$ cat src/core/hsq_pkg.sv
package hsq_pkg;
  // Speed command width shared by ports and carriers
  localparam int unsigned SPEED_W = 16;
  // Method numbers handled here
  localparam logic [7:0] METH_13 = 8'h0d;
  localparam logic [7:0] METH_14 = 8'h0e;
  localparam logic [7:0] METH_15 = 8'h0f;
  localparam logic [7:0] METH_16 = 8'h10;
  localparam logic [7:0] METH_17 = 8'h11;
  localparam logic [7:0] METH_18 = 8'h12;
  localparam logic [7:0] METH_19 = 8'h13;
  localparam logic [7:0] METH_20 = 8'h14;
  localparam logic [7:0] METH_21 = 8'h15;
  // Plan variants chosen at start
  localparam logic [1:0] VAR_OFF_POS = 2'h0;
  localparam logic [1:0] VAR_OFF_NEG = 2'h1;
  localparam logic [1:0] VAR_ON      = 2'h2;
  // Bit positions of the synchronised pin group
  localparam int unsigned PIN_W    = 4;
  localparam int unsigned HOME_BIT = 0;
  localparam int unsigned POS_BIT  = 1;
  localparam int unsigned NEG_BIT  = 2;
  localparam int unsigned IDX_BIT  = 3;

  typedef enum logic [2:0] {
    EV_HOME_RISE, EV_HOME_FALL, EV_NEG_ON, EV_POS_ON, EV_NEG_FALL, EV_POS_FALL
  } hsq_event_t;

  typedef struct packed {
    logic       dir_pos;
    logic       fast;
    hsq_event_t ev;
    logic       last;
    logic       use_index;
  } hsq_step_t;

  typedef struct packed {
    logic               run;
    logic               dir_pos;
    logic [SPEED_W-1:0] speed;
  } hsq_motion_t;

  typedef struct packed {
    logic busy;
    logic done;
    logic alarm;
  } hsq_status_t;
endpackage : hsq_pkg

$ cat src/core/hsq_sync.sv
`timescale 1ns/1ps
module hsq_sync #(
  parameter int unsigned W = 4
) (
  input  wire logic         sys_clk,
  input  wire logic         rst_b,
  input  wire logic         clk_en,
  input  wire logic [W-1:0] pins,
  output logic      [W-1:0] level,
  output logic      [W-1:0] rise,
  output logic      [W-1:0] fall
);
  logic [W-1:0] meta_q, meta_d, sync_q, sync_d, prev_q, prev_d;

  // First stage only feeds the second
  always_comb begin
    meta_d = clk_en ? pins : meta_q;
    sync_d = clk_en ? meta_q : sync_q;
    prev_d = clk_en ? sync_q : prev_q;
  end

  always_ff @(posedge sys_clk or negedge rst_b) begin
    if (!rst_b) begin
      meta_q <= '0;
      sync_q <= '0;
      prev_q <= '0;
    end else begin
      meta_q <= meta_d;
      sync_q <= sync_d;
      prev_q <= prev_d;
    end
  end

  // Edge flags per pin
  for (genvar i = 0; i < W; i++) begin : g_edge
    assign level[i] = sync_q[i];
    assign rise[i]  = sync_q[i] & ~prev_q[i];
    assign fall[i]  = ~sync_q[i] & prev_q[i];
  end
endmodule : hsq_sync

$ cat src/core/hsq_drive.sv
`timescale 1ns/1ps
module hsq_drive (
  input  wire logic                           sys_clk,
  input  wire logic                           rst_b,
  input  wire logic                           clk_en,
  input  wire logic                           run,
  input  wire logic                           dir_pos,
  input  wire logic                           fast,
  input  wire logic [hsq_pkg::SPEED_W-1:0]    fast_speed,
  input  wire logic [hsq_pkg::SPEED_W-1:0]    slow_speed,
  output hsq_pkg::hsq_motion_t                motion
);
  import hsq_pkg::*;
  hsq_motion_t motion_q, motion_d;

  // Zero speed when idle so the drive decelerates to a stop
  always_comb begin
    motion_d = motion_q;
    if (clk_en) begin
      motion_d.run     = run;
      motion_d.dir_pos = run & dir_pos;
      motion_d.speed   = !run ? '0 : (fast ? fast_speed : slow_speed);
    end
  end

  always_ff @(posedge sys_clk or negedge rst_b) begin
    if (!rst_b) begin
      motion_q <= '0;
    end else begin
      motion_q <= motion_d;
    end
  end

  assign motion = motion_q;
endmodule : hsq_drive

$ cat src/core/hsq_homing.sv
`timescale 1ns/1ps
module hsq_homing (
  input  wire logic                        sys_clk,
  input  wire logic                        rst_b,
  input  wire logic                        clk_en,
  input  wire logic                        start,
  input  wire logic [7:0]                  method,
  input  wire logic                        origin_side_pos,
  input  wire logic                        home_switch,
  input  wire logic                        positive_limit,
  input  wire logic                        negative_limit,
  input  wire logic                        index_pulse,
  input  wire logic [hsq_pkg::SPEED_W-1:0] fast_speed,
  input  wire logic [hsq_pkg::SPEED_W-1:0] slow_speed,
  output hsq_pkg::hsq_motion_t             motion,
  output logic                             origin_set,
  output hsq_pkg::hsq_status_t             status
);
  import hsq_pkg::*;

  typedef enum logic [2:0] {ST_IDLE, ST_MOVE, ST_SEEK, ST_DONE, ST_ALARM} hsq_state_t;

  logic [PIN_W-1:0] lvl, rise, fall;
  hsq_state_t       state_q, state_d;
  logic [7:0]       meth_q, meth_d;
  logic [1:0]       var_q, var_d, step_q, step_d;
  logic             hit_q, hit_d, origin_q, origin_d;
  hsq_step_t        cur;
  logic             run, nl_rev, lim_abort;

  //////////////////////////////////////////////////////////////////////////////
  // Pin synchronisers and edges
  hsq_sync #(.W(PIN_W)) u_sync (
    .sys_clk (sys_clk),
    .rst_b   (rst_b),
    .clk_en  (clk_en),
    .pins    ({index_pulse, negative_limit, positive_limit, home_switch}),
    .level   (lvl),
    .rise    (rise),
    .fall    (fall)
  );

  //////////////////////////////////////////////////////////////////////////////
  // Step builder
  function automatic hsq_step_t mk(input logic p, input logic f, input hsq_event_t e,
                                   input logic l, input logic x);
    mk = '{dir_pos: p, fast: f, ev: e, last: l, use_index: x};
  endfunction : mk

  // Motion plan per method, variant and step
  function automatic hsq_step_t plan(input logic [7:0] m, input logic [1:0] v, input logic [1:0] s);
    plan = mk(1'b0, 1'b0, EV_HOME_FALL, 1'b1, 1'b0);
    case (m)
      METH_13: begin
        if (v == VAR_OFF_POS) begin
          plan = (s == 2'h0) ? mk(1'b0, 1'b0, EV_HOME_FALL, 1'b0, 1'b0)
                             : mk(1'b1, 1'b0, EV_HOME_RISE, 1'b1, 1'b1);
        end else if (v == VAR_OFF_NEG) begin
          case (s)
            2'h0:    plan = mk(1'b0, 1'b1, EV_NEG_ON, 1'b0, 1'b0);
            2'h1:    plan = mk(1'b1, 1'b1, EV_HOME_RISE, 1'b0, 1'b0);
            2'h2:    plan = mk(1'b0, 1'b1, EV_HOME_FALL, 1'b0, 1'b0);
            default: plan = mk(1'b1, 1'b0, EV_HOME_RISE, 1'b1, 1'b1);
          endcase
        end else begin
          plan = (s == 2'h0) ? mk(1'b0, 1'b1, EV_HOME_FALL, 1'b0, 1'b0)
                             : mk(1'b1, 1'b0, EV_HOME_RISE, 1'b1, 1'b1);
        end
      end
      METH_14: begin
        // Off-positive and on start share one path
        case (s)
          2'h0:    plan = (v == VAR_OFF_NEG) ? mk(1'b0, 1'b1, EV_NEG_ON, 1'b0, 1'b0)
                                             : mk(1'b0, 1'b1, EV_HOME_FALL, 1'b0, 1'b0);
          2'h1:    plan = mk(1'b1, 1'b1, EV_HOME_RISE, 1'b0, 1'b0);
          default: plan = mk(1'b0, 1'b0, EV_HOME_FALL, 1'b1, 1'b1);
        endcase
      end
      METH_17: begin
        if (v == VAR_ON || s != 2'h0) plan = mk(1'b1, 1'b0, EV_NEG_FALL, 1'b1, 1'b0);
        else plan = mk(1'b0, 1'b1, EV_NEG_ON, 1'b0, 1'b0);
      end
      METH_18: begin
        if (v == VAR_ON) plan = mk(1'b1, 1'b0, EV_POS_FALL, 1'b1, 1'b0);
        else if (s == 2'h0) plan = mk(1'b1, 1'b1, EV_POS_ON, 1'b0, 1'b0);
        else plan = mk(1'b0, 1'b0, EV_POS_FALL, 1'b1, 1'b0);
      end
      METH_19: begin
        if (v != VAR_ON) begin
          plan = (s == 2'h0) ? mk(1'b1, 1'b1, EV_HOME_RISE, 1'b0, 1'b0)
                             : mk(1'b0, 1'b0, EV_HOME_FALL, 1'b1, 1'b0);
        end else begin
          case (s)
            2'h0:    plan = mk(1'b0, 1'b1, EV_HOME_FALL, 1'b0, 1'b0);
            2'h1:    plan = mk(1'b1, 1'b1, EV_HOME_RISE, 1'b0, 1'b0);
            default: plan = mk(1'b0, 1'b0, EV_HOME_FALL, 1'b1, 1'b0);
          endcase
        end
      end
      METH_20: begin
        if (v != VAR_ON) begin
          case (s)
            2'h0:    plan = mk(1'b1, 1'b1, EV_HOME_RISE, 1'b0, 1'b0);
            2'h1:    plan = mk(1'b0, 1'b1, EV_HOME_FALL, 1'b0, 1'b0);
            default: plan = mk(1'b1, 1'b0, EV_HOME_RISE, 1'b1, 1'b0);
          endcase
        end else begin
          plan = (s == 2'h0) ? mk(1'b0, 1'b1, EV_HOME_FALL, 1'b0, 1'b0)
                             : mk(1'b1, 1'b0, EV_HOME_RISE, 1'b1, 1'b0);
        end
      end
      default: begin
        if (v != VAR_ON) begin
          plan = (s == 2'h0) ? mk(1'b0, 1'b1, EV_HOME_RISE, 1'b0, 1'b0)
                             : mk(1'b1, 1'b0, EV_HOME_FALL, 1'b1, 1'b0);
        end else begin
          case (s)
            2'h0:    plan = mk(1'b1, 1'b1, EV_HOME_FALL, 1'b0, 1'b0);
            2'h1:    plan = mk(1'b0, 1'b1, EV_HOME_RISE, 1'b0, 1'b0);
            default: plan = mk(1'b1, 1'b0, EV_HOME_FALL, 1'b1, 1'b0);
          endcase
        end
      end
    endcase
  endfunction : plan

  // Step end condition
  function automatic logic ev_hit(input hsq_event_t e, input logic [PIN_W-1:0] l,
                                  input logic [PIN_W-1:0] r, input logic [PIN_W-1:0] f);
    case (e)
      EV_HOME_RISE: ev_hit = r[HOME_BIT];
      EV_HOME_FALL: ev_hit = f[HOME_BIT];
      EV_NEG_ON:    ev_hit = l[NEG_BIT];
      EV_POS_ON:    ev_hit = l[POS_BIT];
      EV_NEG_FALL:  ev_hit = f[NEG_BIT];
      default:      ev_hit = f[POS_BIT];
    endcase
  endfunction : ev_hit

  // Reserved and out-of-range methods are refused
  function automatic logic supported(input logic [7:0] m);
    supported = (m == METH_13) || (m == METH_14) || (m >= METH_17 && m <= METH_21);
  endfunction : supported

  //////////////////////////////////////////////////////////////////////////////
  // Sequencer
  assign cur       = plan(meth_q, var_q, step_q);
  assign run       = (state_q == ST_MOVE) || (state_q == ST_SEEK);
  assign nl_rev    = ((meth_q == METH_13) || (meth_q == METH_14)) && rise[NEG_BIT];
  assign lim_abort = (meth_q >= METH_19) && (lvl[POS_BIT] || lvl[NEG_BIT]);

  // Limit reactions take priority over step ends
  always_comb begin
    state_d  = state_q;
    meth_d   = meth_q;
    var_d    = var_q;
    step_d   = step_q;
    hit_d    = hit_q;
    origin_d = origin_q;
    if (clk_en) begin
      origin_d = 1'b0;
      case (state_q)
        ST_MOVE, ST_SEEK: begin
          if (lim_abort) begin
            state_d = ST_ALARM;
          end else if (nl_rev && hit_q) begin
            state_d = ST_ALARM;
          end else if (nl_rev) begin
            // Limit reversal joins the fast positive leg of the far-side path
            hit_d   = 1'b1;
            var_d   = VAR_OFF_NEG;
            step_d  = 2'h1;
            state_d = ST_MOVE;
          end else if (state_q == ST_SEEK) begin
            if (rise[IDX_BIT]) begin
              origin_d = 1'b1;
              state_d  = ST_DONE;
            end
          end else if (ev_hit(cur.ev, lvl, rise, fall)) begin
            if (!cur.last) begin
              step_d = step_q + 2'h1;
            end else if (cur.use_index) begin
              state_d = ST_SEEK;
            end else begin
              origin_d = 1'b1;
              state_d  = ST_DONE;
            end
          end
        end
        default: begin
          if (start) begin
            meth_d = method;
            step_d = 2'h0;
            hit_d  = 1'b0;
            if (!supported(method)) begin
              state_d = ST_ALARM;
            end else begin
              state_d = ST_MOVE;
              if (method == METH_17) var_d = lvl[NEG_BIT] ? VAR_ON : VAR_OFF_POS;
              else if (method == METH_18) var_d = lvl[POS_BIT] ? VAR_ON : VAR_OFF_POS;
              else if (lvl[HOME_BIT]) var_d = VAR_ON;
              else var_d = origin_side_pos ? VAR_OFF_POS : VAR_OFF_NEG;
            end
          end
        end
      endcase
    end
  end

  always_ff @(posedge sys_clk or negedge rst_b) begin
    if (!rst_b) begin
      state_q  <= ST_IDLE;
      meth_q   <= '0;
      var_q    <= VAR_OFF_POS;
      step_q   <= '0;
      hit_q    <= 1'b0;
      origin_q <= 1'b0;
    end else begin
      state_q  <= state_d;
      meth_q   <= meth_d;
      var_q    <= var_d;
      step_q   <= step_d;
      hit_q    <= hit_d;
      origin_q <= origin_d;
    end
  end

  //////////////////////////////////////////////////////////////////////////////
  // Motion command and status
  hsq_drive u_drive (
    .sys_clk    (sys_clk),
    .rst_b      (rst_b),
    .clk_en     (clk_en),
    .run        (run),
    .dir_pos    (cur.dir_pos),
    .fast       (cur.fast),
    .fast_speed (fast_speed),
    .slow_speed (slow_speed),
    .motion     (motion)
  );

  assign origin_set   = origin_q;
  assign status = '{busy:  run,
                    done:  (state_q == ST_DONE),
                    alarm: (state_q == ST_ALARM)};

  //////////////////////////////////////////////////////////////////////////////
  // Checks
  logic go;
  assign go = clk_en && start && !run;

  property p_reserved;
    @(posedge sys_clk) disable iff (!rst_b) go && (method == METH_15 || method == METH_16) |=> status.alarm;
  endproperty
  a_reserved: assert property (p_reserved) else $error("reserved method not refused");

  property p_m17_off;
    @(posedge sys_clk) disable iff (!rst_b) go && method == METH_17 && !lvl[NEG_BIT] && clk_en ##1 clk_en
      |=> motion.run && !motion.dir_pos && motion.speed == fast_speed;
  endproperty
  a_m17_off: assert property (p_m17_off) else $error("m17 first leg wrong");

  property p_m17_on;
    @(posedge sys_clk) disable iff (!rst_b) go && method == METH_17 && lvl[NEG_BIT] && clk_en ##1 clk_en
      |=> motion.dir_pos && motion.speed == slow_speed;
  endproperty
  a_m17_on: assert property (p_m17_on) else $error("m17 on-start leg wrong");

  property p_m18_off;
    @(posedge sys_clk) disable iff (!rst_b) go && method == METH_18 && !lvl[POS_BIT] && clk_en ##1 clk_en
      |=> motion.dir_pos && motion.speed == fast_speed;
  endproperty
  a_m18_off: assert property (p_m18_off) else $error("m18 first leg wrong");

  property p_m13_on;
    @(posedge sys_clk) disable iff (!rst_b) go && method == METH_13 && lvl[HOME_BIT] && clk_en ##1 clk_en
      |=> !motion.dir_pos && motion.speed == fast_speed;
  endproperty
  a_m13_on: assert property (p_m13_on) else $error("m13 on-start leg wrong");

  property p_m19_off;
    @(posedge sys_clk) disable iff (!rst_b) go && method == METH_19 && !lvl[HOME_BIT] && clk_en ##1 clk_en
      |=> motion.dir_pos && motion.speed == fast_speed;
  endproperty
  a_m19_off: assert property (p_m19_off) else $error("m19 first leg wrong");

  property p_limit_abort;
    @(posedge sys_clk) disable iff (!rst_b) clk_en && run && lim_abort |=> status.alarm ##1 !motion.run;
  endproperty
  a_limit_abort: assert property (p_limit_abort) else $error("limit did not abort");

  property p_second_nl;
    @(posedge sys_clk) disable iff (!rst_b) clk_en && run && nl_rev && hit_q && !lim_abort |=> status.alarm;
  endproperty
  a_second_nl: assert property (p_second_nl) else $error("second limit not alarmed");

  property p_done;
    @(posedge sys_clk) disable iff (!rst_b) origin_set |-> status.done && !$past(status.done);
  endproperty
  a_done: assert property (p_done) else $error("origin without completion");

  c_done:  cover property (@(posedge sys_clk) disable iff (!rst_b) origin_set);
  c_alarm: cover property (@(posedge sys_clk) disable iff (!rst_b) run ##1 status.alarm);
  c_seek:  cover property (@(posedge sys_clk) disable iff (!rst_b) state_q == ST_SEEK ##1 origin_set);
endmodule : hsq_homing

$ cat config.mk
export PLATFORM = sky130hd
export DESIGN_NAME = hsq_homing
export DESIGN_NICKNAME = d
export VERILOG_FILES = /design/src/core/hsq_pkg.sv /design/src/core/hsq_sync.sv /design/src/core/hsq_drive.sv /design/src/core/hsq_homing.sv
export SDC_FILE = /design/constraint.sdc
export NUM_CORES = 1
export LEC_CHECK = 0
export ABC_AREA = 1
export CORE_MARGIN = 5
export CORE_UTILIZATION = 35
export DETAILED_ROUTE_END_ITERATION = 8
export DONT_BUFFER_PORTS = 1
export SYNTH_ARGS = -nofsm -noshare
export SYNTH_HDL_FRONTEND = slang
export SYNTH_HIERARCHICAL = 1
export SYNTH_SLANG_ARGS = --single-unit
$ cat constraint.sdc
create_clock -name sys_clk -period 2.6 [get_ports sys_clk]
set_input_delay 0.13 -clock sys_clk [delete_from_list [all_inputs] [get_ports sys_clk]]
set_output_delay 0.13 -clock sys_clk [all_outputs]
set_load 0.03 [all_outputs]
==> run_results.csv <==
group,metric,value,unit
global_route,grt_pass1_vias,3040,
timing,min_period_over_period,0.912,
yosys,syn_area_per_cell,6.58,µm²
floorplanning,core_area,9280,µm²
setup_path,critPathArrivalTime,2.57,ns
setup_path,reg2reg_depth,15,
worst_hold_path,hold_class,"in2reg",
yosys,syn_area,3350,µm²
floorplanning,initial_core_util,0.361,
clock_tree,htreeDepth,2,
layout,instances_no_fill,650,
global_route,grt_max_degree,48,
layout,layout.nets,575,
layout,diodes,0,
place,placed_cells,631,
setup_path,rr_startpoint,"meth_q[5]",
floorplanning,dieWidth,108,µm
floorplanning,dieHeight,108,µm
pwr,power_density,512,nW/µm²
clock_tree,clkSlewWorstSetupHoldPaths,0.09,ns
clock_tree,cts_setup_buffers,0,
layout,syn_to_final_growth,9.82,%
drt,via_per_inst,4.84,
place,gp_routability_congestion,0.962,
drt,totalWireLength,8380,µm
timing,clock_skew,0.0111,ns
place,placed_area,3450,µm²
floorplanning,ios,71,
yosys,ys_warn_count,6,
flow_run,drv_cap,0,
setup_path,worstSetupPathType,"reg2reg",
setup_path,r2r_end,"u_drive/motion[14]",
floorplanning,row_count,35,
worst_hold_path,min_path_cells,2,
timing,clock.fmax,0.422,GHz
pwr,design_power_total,1880,µW
timing,finalSetupTns,0,ns
timing,worstMarginPinSlew,0.556,ns
timing,fin_crit,2.37,ns
drt,drc_errors,0,
setup_path,crit_required,2.80,ns
timing,setup-violations-final,0,
yosys,syn-num-nets,564,
drt,drt_iter0_markers,223,
drt,firstDrtPassIters,4,
layout,fin_area,3680,µm²
yosys,netlist_instances,509,
drt,vias,3149,
place,hpwlAfterDp,6370,µm
timing,rsz0062_at_grt,"false",
pwr,leakagePower,0.00202,µW
setup_path,reg2reg_slack,0.23,ns
setup_path,path_max_fanout,17,
timing,hold_viol,0,
setup_path,worstSetupStartpointType,"register",
timing,drv_slew,0,
layout,drive_gt1_frac,0.142,
clock_tree,numCtsBuffers,5,
drt,wire_per_inst,12.9,µm
worst_hold_path,hold_path_end,"meth_q[3]",
pwr,max-vdd-ir-drop,0.214,mV
floorplanning,dieArea,11600,µm²
setup_path,end_kind,"register",
clock_tree,insertion_delay,0.30,ns
timing,max_slew_margin,0.628,
global_route,grt_usage,0.151,
clock_tree,clockBufferDepth,2,
worst_hold_path,hold_path.startpoint,"method[3]",
global_route,grt_pass1_wl,14200,µm
drt,ant_nets,0,
global_route,overflow,0,
clock_tree,cts_root_buffer,"clkbuf_8",
clock_tree,cts_tree,"yes",
place,portBuffers,0,
global_route,antenna_found_initial,0,
layout,fillCellCount,1025,
outcome,status,"complete, no violations",
clock_tree,cts_sinks,47,
==> per-stage QoR <==
stage | hold slack, ns | util | setup slack [ns]
finish | 0.0135 | 0.396 | 0.228
global route | 0.0218 | 0.396 | 0.0291
CTS | 0.00262 | 0.396 | 0.163
detailed placement | -0.164 | 0.372 | 0.173
global placement | -0.163 | 0.372 | 0.251
floorplan | -0.166 | - | 0.461
==> flip-flops by register name, summed over array words and instances (netlist names) <==
register	cells
hit_q	1
meth_q	8
origin_set	1
state_q	3
step_q	2
u_drive/motion	18
u_sync/level	4
u_sync/meta_q	4
u_sync/prev_q	4
var_q	2
==> what timing repair did <==
| item | 4_1_cts | 5_1_grt |
|---|---|---|
| hold buffers | 11 | 0 |
| setup endpoints to repair | 0 | 21 |
| hold endpoints to repair | 64 | 0 |
| resized for setup | 0 | 1 |
==> critical path, cell delays in order, from the launching register on <==
cell and delay [ns]:
dfrtp_1 0.43, inv_1 0.07, nand2_1 0.05, nor2_2 0.39
nand2_1 0.21, nand2_1 0.12, nor2_2 0.05, nand2_1 0.07
nand2_1 0.10, o211ai_1 0.10, nand3_1 0.09, buf_4 0.22
inv_6 0.17, nand2_1 0.08, nand3_1 0.08, nand2_1 0.05
==> per-layer routing <==
layer	vias to the layer above	routed length (µm)	share of wire	global-route usage
met5	-	0	0	0
met1	1476	3770	0.45	0.189
li1	1592	-	-	-
met2	69	4080	0.49	0.258
met3	12	356	0.042	0.0294
met4	0	181	0.022	0.0487
==> report_power, final <==
part           leakage (µW)  internal (µW)  total (µW)  switching, µW
clock network     0.0000474            217         474            257
registers          0.000621            791         880           88.5
logic               0.00136            170         528            358
total               0.00202           1180        1880            703
==> cell type report <==
cell class	instances	area [µm²]	area share
inverter	88	338	0.0918
tap	129	161	0.0439
multi-input combinational	364	1750	0.477
clock inverter	2	16.3	0.00442
timing repair buffer	14	150	0.0408
clock buffer	6	82.6	0.0224
sequential	47	1180	0.320
==> cells in the final DEF (no fill, tap or decap), types with 2 or more instances in the layout <==
cell,count
nand3_2,3
nand2_4,2
nor2_1,41
buf_4,3
nand3b_1,2
nor3_1,6
clkbuf_8,6
nand2_1,171
o2111ai_1,2
inv_1,73
nor2_2,10
inv_2,13
a21oi_1,5
dlygate4sd3_1,10
o211ai_1,3
dfrtp_1,47
o21ai_1,3
ha_1,6
o22ai_1,2
nand2_2,26
nand4_1,10
nand3_1,39
o21ai_0,23
==> how the worst max path moves through the flow <==
stage,cells past startpoint,from,to
after global routing,13,step_q[0],u_drive/motion[0]
after floorplan,14,step_q[0],u_drive/motion[10]
final,15,meth_q[5],u_drive/motion[14]
after global placement,13,step_q[0],u_drive/motion[14]
after detailed placement,13,step_q[0],u_drive/motion[15]
after CTS,13,step_q[0],u_drive/motion[15]
Power figures use the tool's default switching activity.
